==> config.mk <==
export PLATFORM = sky130hd
export DESIGN_NAME = fcsm_ctrl
export DESIGN_NICKNAME = d
export VERILOG_FILES = /design/src/pkg/fcsm_pkg.sv /design/src/design/fcsm_seq_rom.sv /design/src/design/fcsm_ctrl.sv
export SDC_FILE = /design/constraint.sdc
export NUM_CORES = 1
export LEC_CHECK = 0
export BUFFER_PORTS_ARGS = -buffer_cell sky130_fd_sc_hd__buf_2
export CAP_MARGIN = 20
export CORE_UTILIZATION = 60
export DETAILED_ROUTE_END_ITERATION = 16
export PLACE_DENSITY = 0.93
export SLEW_MARGIN = 10
export SYNTH_ARGS = -nofsm -noshare
export SYNTH_HDL_FRONTEND = slang
export SYNTH_SLANG_ARGS = --single-unit
==> constraint.sdc <==
create_clock -name clk -period 13.5 [get_ports clk]
set_input_delay 2.7 -clock clk [delete_from_list [all_inputs] [get_ports clk]]
set_output_delay 2.7 -clock clk [all_outputs]
set_load 0.01 [all_outputs]
==> src/pkg/fcsm_pkg.sv <==
// constants for the parallel flash command sequencer (host end)
package fcsm_pkg;
  localparam int ADDR_W = 20;
  localparam int DATA_W = 16;
  localparam int REG_AW = 3;
  localparam int REG_DW = 32;
  // register offsets
  localparam logic [2:0] REG_CMD = 3'h0;
  localparam logic [2:0] REG_ADDR = 3'h1;
  localparam logic [2:0] REG_WDATA = 3'h2;
  localparam logic [2:0] REG_CFG = 3'h3;
  localparam logic [2:0] REG_STATUS = 3'h4;
  localparam logic [2:0] REG_RDATA = 3'h5;
  // status fields
  localparam int ST_BUSY = 0;
  localparam int ST_DONE = 1;
  localparam int ST_TLE = 2;
  localparam int ST_RDY = 3;
  localparam logic CFG_BYTE_RST = 1'b0;
  // operations
  localparam logic [2:0] OP_READ = 3'h0;
  localparam logic [2:0] OP_RESET = 3'h1;
  localparam logic [2:0] OP_AUTOSEL = 3'h2;
  localparam logic [2:0] OP_PROG = 3'h3;
  localparam logic [2:0] OP_BYP_ENTER = 3'h4;
  localparam logic [2:0] OP_BYP_PROG = 3'h5;
  localparam logic [2:0] OP_BYP_EXIT = 3'h6;
  localparam logic [2:0] OP_ERASE = 3'h7;
  localparam int PROG_WRITES = 4;
  localparam int ERASE_WRITES = 6;
  // sequence table entry layout
  localparam int ENT_W = 23;
  localparam int ENT_RD = 22;
  localparam int ENT_USER = 21;
  localparam int ENT_LAST = 20;
  localparam int ENT_AHI = 19;
  localparam int ENT_ALO = 8;
  localparam int SEQ_AW = 6;
  // bus codes
  localparam logic [11:0] UNLOCK_A1 = 12'h555;
  localparam logic [11:0] UNLOCK_A2 = 12'h2aa;
  localparam logic [11:0] ANY_A = 12'h000;
  localparam logic [7:0] CMD_UNLOCK1 = 8'haa;
  localparam logic [7:0] CMD_UNLOCK2 = 8'h55;
  localparam logic [7:0] CMD_AUTOSEL = 8'h90;
  localparam logic [7:0] CMD_PROG = 8'ha0;
  localparam logic [7:0] CMD_ERASE_SETUP = 8'h80;
  localparam logic [7:0] CMD_CHIP_ERASE = 8'h10;
  localparam logic [7:0] CMD_RESET = 8'hf0;
  localparam logic [7:0] CMD_BYPASS = 8'h20;
  localparam logic [7:0] CMD_BYP_EXIT1 = 8'h90;
  localparam logic [7:0] CMD_BYP_EXIT2 = 8'h00;
  localparam int TLE_BIT = 5;
  // timing
  localparam int CLK_NS = 100;
  localparam int T_WP_NS = 60;
  localparam int T_ACC_NS = 90;
  localparam int T_BUSY_NS = 90;
  localparam int WP_CYC = (T_WP_NS + CLK_NS - 1) / CLK_NS;
  localparam int ACC_CYC = (T_ACC_NS + CLK_NS - 1) / CLK_NS + 1;
  localparam int BUSY_CYC = (T_BUSY_NS + CLK_NS - 1) / CLK_NS;
  localparam int CNT_W = 4;
endpackage

==> src/design/fcsm_seq_rom.sv <==
// command sequence table with registered read data
`timescale 1ns/1ps
module fcsm_seq_rom
  import fcsm_pkg::*;
#(
  parameter int AW = SEQ_AW,
  parameter int DW = ENT_W
)
(
  input wire logic clk, // system clock
  input wire logic rst, // async reset, active high
  input wire logic ce_en, // clock enable
  input wire logic [AW-1:0] raddr, // {op, step}
  output logic [DW-1:0] rdata_q // entry, one cycle later
);
  import fcsm_pkg::*;

  function automatic logic [DW-1:0] mk(input logic rd, input logic usr,
    input logic last, input logic [11:0] a, input logic [7:0] d);
    mk = {rd, usr, last, a, d};
  endfunction

  logic [DW-1:0] ent;

  always_comb
  begin
    ent = mk(1'b0, 1'b0, 1'b1, ANY_A, CMD_RESET);
    unique case (raddr)
      {OP_READ, 3'h0}: ent = mk(1'b1, 1'b1, 1'b1, ANY_A, 8'h00);
      {OP_RESET, 3'h0}: ent = mk(1'b0, 1'b0, 1'b1, ANY_A, CMD_RESET);
      {OP_AUTOSEL, 3'h0}, {OP_PROG, 3'h0}, {OP_BYP_ENTER, 3'h0},
      {OP_ERASE, 3'h0}, {OP_ERASE, 3'h3}:
        ent = mk(1'b0, 1'b0, 1'b0, UNLOCK_A1, CMD_UNLOCK1);
      {OP_AUTOSEL, 3'h1}, {OP_PROG, 3'h1}, {OP_BYP_ENTER, 3'h1},
      {OP_ERASE, 3'h1}, {OP_ERASE, 3'h4}:
        ent = mk(1'b0, 1'b0, 1'b0, UNLOCK_A2, CMD_UNLOCK2);
      {OP_AUTOSEL, 3'h2}: ent = mk(1'b0, 1'b0, 1'b0, UNLOCK_A1, CMD_AUTOSEL);
      {OP_AUTOSEL, 3'h3}: ent = mk(1'b1, 1'b1, 1'b0, ANY_A, 8'h00);
      {OP_AUTOSEL, 3'h4}: ent = mk(1'b0, 1'b0, 1'b1, ANY_A, CMD_RESET);
      {OP_PROG, 3'h2}: ent = mk(1'b0, 1'b0, 1'b0, UNLOCK_A1, CMD_PROG);
      {OP_PROG, 3'h3}: ent = mk(1'b0, 1'b1, 1'b1, ANY_A, 8'h00);
      {OP_BYP_ENTER, 3'h2}:
        ent = mk(1'b0, 1'b0, 1'b1, UNLOCK_A1, CMD_BYPASS);
      {OP_BYP_PROG, 3'h0}: ent = mk(1'b0, 1'b0, 1'b0, ANY_A, CMD_PROG);
      {OP_BYP_PROG, 3'h1}: ent = mk(1'b0, 1'b1, 1'b1, ANY_A, 8'h00);
      {OP_BYP_EXIT, 3'h0}: ent = mk(1'b0, 1'b0, 1'b0, ANY_A, CMD_BYP_EXIT1);
      {OP_BYP_EXIT, 3'h1}: ent = mk(1'b0, 1'b0, 1'b1, ANY_A, CMD_BYP_EXIT2);
      {OP_ERASE, 3'h2}:
        ent = mk(1'b0, 1'b0, 1'b0, UNLOCK_A1, CMD_ERASE_SETUP);
      {OP_ERASE, 3'h5}:
        ent = mk(1'b0, 1'b0, 1'b1, UNLOCK_A1, CMD_CHIP_ERASE);
      default: ent = mk(1'b0, 1'b0, 1'b1, ANY_A, CMD_RESET);
    endcase
  end

  always_ff @(posedge clk or posedge rst)
  begin
    if (rst)
      rdata_q <= '0;
    else if (ce_en)
      rdata_q <= ent;
  end
endmodule

==> src/design/fcsm_ctrl.sv <==
// host controller driving the flash command interface
//
// The plain strobed port and the placing of the registers were left to the implementer.
`timescale 1ns/1ps
module fcsm_ctrl
  import fcsm_pkg::*;
(
  input wire logic clk, // system clock, 10 MHz
  input wire logic rst, // async reset, active high
  input wire logic ce_en, // clock enable, freezes state when low
  input wire logic [fcsm_pkg::REG_AW-1:0] reg_addr, // register index
  input wire logic [fcsm_pkg::REG_DW-1:0] reg_wdata, // register write data
  input wire logic reg_wr, // write strobe
  input wire logic reg_rd, // read strobe
  output logic [fcsm_pkg::REG_DW-1:0] reg_rdata, // read data, next cycle
  output logic [fcsm_pkg::ADDR_W-1:0] flash_addr, // flash address pins
  output logic [fcsm_pkg::DATA_W-1:0] flash_dq_out, // data pins, driven
  output logic flash_dq_oe, // data pins driven when high
  input wire logic [fcsm_pkg::DATA_W-1:0] flash_dq_in, // data pins, sampled
  output logic flash_ce_n, // chip select, low active
  output logic flash_we_n, // write strobe, low active
  output logic flash_oe_n, // output enable, low active
  output logic flash_byte_n, // bus width select, low for bytes
  input wire logic ready_busy_n // low while embedded operation runs
);
  import fcsm_pkg::*;

  typedef enum logic [2:0] {
    S_IDLE, S_FETCH, S_LOAD, S_WR_SETUP, S_WR_PULSE, S_WR_END,
    S_RD_WAIT, S_BUSYWAIT
  } fcsm_state_type;

  fcsm_state_type state_q;
  logic [2:0] op_q;
  logic [2:0] step_q;
  logic [ADDR_W-1:0] addr_q;
  logic [DATA_W-1:0] wdata_q;
  logic byte_mode_q;
  logic done_q;
  logic tle_q;
  logic poll_q;
  logic last_q;
  logic user_q;
  logic [DATA_W-1:0] rdata_q;
  logic [CNT_W-1:0] cnt_q;
  logic [3:0] wr_cnt_q;
  logic [ENT_W-1:0] ent;
  logic start;
  logic polls;
  logic tle_hit;
  logic [11:0] ent_a;
  logic [ADDR_W-1:0] tbl_addr;

  fcsm_seq_rom u_rom (
    .clk(clk),
    .rst(rst),
    .ce_en(ce_en),
    .raddr({op_q, step_q}),
    .rdata_q(ent)
  );

  assign start = reg_wr && reg_addr == REG_CMD && state_q == S_IDLE;
  assign polls = op_q == OP_PROG || op_q == OP_BYP_PROG || op_q == OP_ERASE;
  assign ent_a = ent[ENT_AHI:ENT_ALO];
  // byte mode doubles the command offsets
  assign tbl_addr = byte_mode_q ? {7'h00, ent_a, 1'b0} : {8'h00, ent_a};
  assign tle_hit = state_q == S_RD_WAIT && cnt_q == CNT_W'(1) && poll_q &&
    !ready_busy_n && flash_dq_in[TLE_BIT];

  // software registers
  always_ff @(posedge clk or posedge rst)
  begin
    if (rst)
    begin
      addr_q <= '0;
      wdata_q <= '0;
      byte_mode_q <= CFG_BYTE_RST;
    end
    else if (ce_en && reg_wr)
    begin
      unique case (reg_addr)
        REG_ADDR: addr_q <= reg_wdata[ADDR_W-1:0];
        REG_WDATA: wdata_q <= reg_wdata[DATA_W-1:0];
        REG_CFG: byte_mode_q <= reg_wdata[0];
        default: ;
      endcase
    end
  end

  always_ff @(posedge clk or posedge rst)
  begin
    if (rst)
      reg_rdata <= '0;
    else if (ce_en)
    begin
      reg_rdata <= '0;
      if (reg_rd)
      begin
        unique case (reg_addr)
          REG_CMD: reg_rdata <= {29'h0, op_q};
          REG_ADDR: reg_rdata <= {12'h000, addr_q};
          REG_WDATA: reg_rdata <= {16'h0000, wdata_q};
          REG_CFG: reg_rdata <= {31'h0, byte_mode_q};
          REG_STATUS: reg_rdata <= {28'h0, ready_busy_n, tle_q, done_q,
            state_q != S_IDLE};
          REG_RDATA: reg_rdata <= {16'h0000, rdata_q};
          default: reg_rdata <= '0;
        endcase
      end
    end
  end

  always_ff @(posedge clk or posedge rst)
  begin
    if (rst)
      flash_byte_n <= 1'b1;
    else if (ce_en)
      flash_byte_n <= !byte_mode_q;
  end

  // write pulse counter per operation
  always_ff @(posedge clk or posedge rst)
  begin
    if (rst)
      wr_cnt_q <= '0;
    else if (ce_en)
    begin
      if (start)
        wr_cnt_q <= '0;
      else if (state_q == S_WR_SETUP)
        wr_cnt_q <= wr_cnt_q + 4'h1;
    end
  end

  // sequencer and pins
  always_ff @(posedge clk or posedge rst)
  begin
    if (rst)
    begin
      state_q <= S_IDLE;
      op_q <= OP_READ;
      step_q <= '0;
      done_q <= 1'b0;
      tle_q <= 1'b0;
      poll_q <= 1'b0;
      last_q <= 1'b0;
      user_q <= 1'b0;
      cnt_q <= '0;
      rdata_q <= '0;
      flash_addr <= '0;
      flash_dq_out <= '0;
      flash_dq_oe <= 1'b0;
      flash_ce_n <= 1'b1;
      flash_we_n <= 1'b1;
      flash_oe_n <= 1'b1;
    end
    else if (ce_en)
    begin
      unique case (state_q)
        S_IDLE:
          if (start)
          begin
            op_q <= reg_wdata[2:0];
            step_q <= '0;
            done_q <= 1'b0;
            tle_q <= 1'b0;
            poll_q <= 1'b0;
            state_q <= S_FETCH;
          end
        S_FETCH:
          state_q <= S_LOAD;
        S_LOAD:
        begin
          last_q <= ent[ENT_LAST];
          user_q <= ent[ENT_USER];
          flash_addr <= ent[ENT_USER] ? addr_q : tbl_addr;
          flash_ce_n <= 1'b0;
          if (ent[ENT_RD])
          begin
            flash_oe_n <= 1'b0;
            cnt_q <= CNT_W'(ACC_CYC);
            state_q <= S_RD_WAIT;
          end
          else
          begin
            flash_dq_out <= ent[ENT_USER] ? wdata_q : {8'h00, ent[7:0]};
            flash_dq_oe <= 1'b1;
            state_q <= S_WR_SETUP;
          end
        end
        S_WR_SETUP:
        begin
          flash_we_n <= 1'b0;
          cnt_q <= CNT_W'(WP_CYC);
          state_q <= S_WR_PULSE;
        end
        S_WR_PULSE:
          if (cnt_q == CNT_W'(1))
          begin
            flash_we_n <= 1'b1;
            state_q <= S_WR_END;
          end
          else
            cnt_q <= cnt_q - CNT_W'(1);
        S_WR_END:
        begin
          flash_ce_n <= 1'b1;
          flash_dq_oe <= 1'b0;
          if (!last_q)
          begin
            step_q <= step_q + 3'h1;
            state_q <= S_FETCH;
          end
          else if (polls && op_q != OP_RESET)
          begin
            cnt_q <= CNT_W'(BUSY_CYC);
            state_q <= S_BUSYWAIT;
          end
          else
          begin
            done_q <= 1'b1;
            state_q <= S_IDLE;
          end
        end
        S_RD_WAIT:
          if (cnt_q == CNT_W'(1))
          begin
            rdata_q <= flash_dq_in;
            flash_oe_n <= 1'b1;
            flash_ce_n <= 1'b1;
            if (poll_q && ready_busy_n)
            begin
              done_q <= 1'b1;
              state_q <= S_IDLE;
            end
            else if (tle_hit)
            begin
              tle_q <= 1'b1;
              op_q <= OP_RESET;
              step_q <= '0;
              poll_q <= 1'b0;
              state_q <= S_FETCH;
            end
            else if (poll_q)
            begin
              cnt_q <= CNT_W'(BUSY_CYC);
              state_q <= S_BUSYWAIT;
            end
            else if (!last_q)
            begin
              step_q <= step_q + 3'h1;
              state_q <= S_FETCH;
            end
            else
            begin
              done_q <= 1'b1;
              state_q <= S_IDLE;
            end
          end
          else
            cnt_q <= cnt_q - CNT_W'(1);
        S_BUSYWAIT:
          if (cnt_q == CNT_W'(1))
          begin
            // status read at the target address
            flash_addr <= addr_q;
            flash_ce_n <= 1'b0;
            flash_oe_n <= 1'b0;
            poll_q <= 1'b1;
            cnt_q <= CNT_W'(ACC_CYC);
            state_q <= S_RD_WAIT;
          end
          else
            cnt_q <= cnt_q - CNT_W'(1);
      endcase
    end
  end

  a_tle_reset_write: assert property (
    @(posedge clk) disable iff (rst || !ce_en)
    tle_hit |-> ##[1:12] (!flash_we_n && flash_dq_out[7:0] == CMD_RESET))
    else $error("no reset write after time limit status");

  a_autosel_exit: assert property (
    @(posedge clk) disable iff (rst || !ce_en)
    (state_q == S_RD_WAIT && cnt_q == 4'h1 && op_q == OP_AUTOSEL)
    |-> ##[1:12] (!flash_we_n && flash_dq_out[7:0] == CMD_RESET))
    else $error("autoselect left without reset write");

  a_prog_cycles: assert property (
    @(posedge clk) disable iff (rst)
    (state_q == S_BUSYWAIT && $past(state_q) == S_WR_END &&
     op_q == OP_PROG) |-> wr_cnt_q == 4'(PROG_WRITES))
    else $error("program launched after wrong write count");

  a_erase_cycles: assert property (
    @(posedge clk) disable iff (rst)
    (state_q == S_BUSYWAIT && $past(state_q) == S_WR_END &&
     op_q == OP_ERASE) |-> wr_cnt_q == 4'(ERASE_WRITES))
    else $error("chip erase launched after wrong write count");

  a_bypass_exit_data: assert property (
    @(posedge clk) disable iff (rst)
    ($fell(flash_we_n) && op_q == OP_BYP_EXIT) |->
    flash_dq_out[7:0] == (wr_cnt_q == 4'h1 ? CMD_BYP_EXIT1 : CMD_BYP_EXIT2))
    else $error("bypass exit data wrong");

  a_unlock_addr: assert property (
    @(posedge clk) disable iff (rst || !ce_en)
    ($fell(flash_we_n) && !user_q && flash_dq_out[7:0] == CMD_UNLOCK1) |->
    (byte_mode_q ? flash_addr[12:1] : flash_addr[11:0]) == UNLOCK_A1 ##1
    flash_we_n ##1 (flash_we_n && !flash_dq_oe))
    else $error("first unlock not at its offset");
endmodule

==> impl_metrics.env <==
export IMPL_status="finished, final reports clean"
export IMPL_row_count=39
export IMPL_final_antenna_net_count=0
export IMPL_ioPinCount=130
export IMPL_n_fill_cell=744
export IMPL_cp_end_kind="register"
export IMPL_ys_ff_latch=141
export IMPL_place_congestion=0.864
export IMPL_post_cts_buffers=0
export IMPL_fin_crit_ns=4.75
export IMPL_vias_per_cell=6.49
export IMPL_wire_per_inst_um=20.9
export IMPL_fin_setup_tns_ns=0
export IMPL_crit_fanout=60
export IMPL_synthesis_area_mm2=0.00704
export IMPL_cts_tree="built"
export IMPL_leakagePower_uw=0.00393
export IMPL_synth_edf_count=0
export IMPL_final_nets=848
export IMPL_die_w_um=110
export IMPL_clockRootBuffer="clkbuf_16"
export IMPL_synthCells=697
export IMPL_cts_buffers=17
export IMPL_hold_viol=0
export IMPL_p_per_area_mw_per_mm2=202
export IMPL_critPathKind="in2reg"
export IMPL_grt_first_pass_wirelength_um=29400
export IMPL_area_delta_synth_final_pct=16.4
export IMPL_yosys_warnings=0
export IMPL_drv_cap=0
export IMPL_hpwl_um=11900
export IMPL_ys_types=72
export IMPL_arrival_ns=5.01
export IMPL_die_y_um=110
export IMPL_rsz0062_at_grt="false"
export IMPL_slowest_delay_ns=0.73
export IMPL_ys_seq_area_share_pct=50.2
export IMPL_dp_cells=906
export IMPL_synthArstFlopShare_pct=100
export IMPL_port_buffers=105
export IMPL_final_cells=940
export IMPL_max_vdd_ir_drop_v=0.000176
export IMPL_grt_antenna_before_repair=1
export IMPL_cp_cell_sequence="buf_2 -> buf_4 -> nor3b_2 -> a31oi_1 -> buf_4 -> a311oi_1 -> a21oi_1"
export IMPL_firstDrtPassIters=7
export IMPL_fmax_mhz=210
export IMPL_grt_max_degree=74
export IMPL_synth_ff_type="dfrtp_1"
export IMPL_wl_um=19600
export IMPL_start_kind="input port"
export IMPL_drive_gt1_share_pct=28.5
export IMPL_fin_skew_ns=0.00909
export IMPL_grt_ovfl_total=0
export IMPL_max_slew_worst_pin_slew_ns=0.960
export IMPL_drtIter0Drc=807
export IMPL_cp_slowest_cell="a311oi_1"
export IMPL_hp_class="reg2reg"
export IMPL_dieArea_mm2=0.0122
export IMPL_design_core_area_mm2=0.0114
export IMPL_via_count=6096
export IMPL_max_slew_margin_pct=36.0
export IMPL_initial_core_util_pct=61.7
export IMPL_drc=0
export IMPL_clockBufferDepth=2
export IMPL_grt_pass1_vias=5743
export IMPL_cpMostUsedCell="buf_4"
export IMPL_cts_max_level=4
export IMPL_setup_viol=0
export IMPL_slew_violations=0
export IMPL_clk_pin_slew_ns=0.06
export IMPL_grt_total_usage_pct=32.6
export IMPL_post_cts_resized=0
export IMPL_required_ns=13.76
export IMPL_clk_latency_ns=0.43
export IMPL_postSynthAreaPerCell_um2=10.1
export IMPL_min_period_over_period_pct=35.2
export IMPL_ctsHoldBuffers=0
export IMPL_clock_sinks=141
[cell families after synthesis]
logic type / count (synthesis) / share of synthesized area, %
adder cells (fa/ha/maj): 9 / 1.56
AO/OA/AOI/OAI: 159 / 14.6
AND/OR/NAND/NOR: 202 / 13.5
XOR/XNOR: 2 / 0.249
flip-flops: 141 / 50.2
multiplexers: 83 / 13.4
buffers and inverters: 100 / 6.36
other: 1 / 0.0533
[registers in the layout, summed over array words and instances, names as in the netlist, 4 cells and up]
signal,flops
cnt_q,4
addr_q,20
reg_rdata,20
flash_dq_out,16
rdata_q,16
flash_addr,20
wdata_q,16
u_rom.rdata_q,10
[per-stage QoR]
stage          total power, µW  hold slack (ns)  utilization [%]  worst slack, ns  area, µm²
2_1_floorplan              977            0.450                -             7.03       7080
5_1_grt                   1730            0.502             71.8             8.62       8200
3_3_place_gp              1110            0.445             66.2             8.38       7560
4_1_cts                   1640            0.464             71.6             8.69       8180
6_report                  1650            0.462             71.8             8.75       8200
3_5_place_dp              1130            0.451             66.2             8.35       7560
[area by class of cell]
type / count / area [µm²] / area share, %
Sequential cell: 141 / 3530 / 43.1
Multi-Input combinational cell: 467 / 3100 / 37.9
Timing Repair Buffer: 112 / 586 / 7.14
Clock buffer: 17 / 425 / 5.19
Clock inverter: 15 / 198 / 2.41
Tap cell: 143 / 179 / 2.18
Inverter: 44 / 170 / 2.08
Antenna cell: 1 / 2.50 / 0.0305
[final timing paths]
path,from,end,slack [ns],cells after the start
min in group asynchronous,rst,flash_dq_out[6]$_DFFE_PP0P_,2.36,2
max reg2reg,state_q[0]$_DFFE_PP0P_,flash_addr[4]$_DFFE_PP0P_,10.22,5
min reg2reg,flash_addr[14]$_DFFE_PP0P_,flash_addr[14]$_DFFE_PP0P_,0.46,2
max in group asynchronous,rst,reg_rdata[2]$_DFFE_PP0P_,9.79,3
min,flash_addr[14]$_DFFE_PP0P_,flash_addr[14]$_DFFE_PP0P_,0.46,2
max,ce_en,flash_addr[4]$_DFFE_PP0P_,8.75,7
[power by group]
group	switching [µW]	internal (µW)
Combinational	277	203
Clock	186	308
Sequential	134	546
[cell usage after synthesis (8+ instances only)]
| library cell | n | area [µm²] |
|---|---|---|
| buf_4 | 15 | 113 |
| nand2b_1 | 9 | 56.3 |
| nand3_1 | 24 | 120 |
| ha_1 | 8 | 100 |
| clkbuf_1 | 29 | 109 |
| dfrtp_1 | 137 | 3430 |
| nor2_1 | 44 | 165 |
| inv_1 | 43 | 161 |
| mux2_2 | 58 | 653 |
| o22ai_1 | 20 | 125 |
| mux2i_1 | 21 | 210 |
| nor2b_1 | 9 | 56.3 |
| nand2_1 | 88 | 330 |
| o21ai_0 | 37 | 185 |
| a21oi_1 | 45 | 225 |
[critical path: cells and delay by family]
kind	cells	cell delay [ns]
compound gates	3	0.98
buf+inv	3	0.84
simple gates	1	0.45
[cells in the final DEF (no fill, tap or decap), types with 3 or more instances in the layout]
master	count
dfstp_2	4
a31oi_1	5
clkinv_4	4
o21ai_0	37
buf_4	6
bufinv_16	4
nand3_1	24
inv_1	42
a22oi_1	5
a21oi_1	45
nand2_1	88
o211ai_1	3
nor3b_1	3
o21a_1	3
buf_2	105
nand4_1	3
mux2i_1	21
conb_1	12
mux2_2	58
nor2b_1	9
o22ai_1	20
nand2b_1	9
o31ai_1	7
clkinvlp_4	3
dfrtp_1	137
clkbuf_16	17
nand3b_1	4
mux4_2	3
ha_1	8
clkinv_2	4
nor2_1	43
[metal layers]
layer	part of all wire [%]	vias up	global-route usage (%)
met3	10	86	8.76
met2	47	473	52.3
met4	4.7	0	15.7
met5	0	-	0
li1	-	2594	-
met1	38	2943	40.9
No activity file was read; power rests on OpenSTA's default activity.
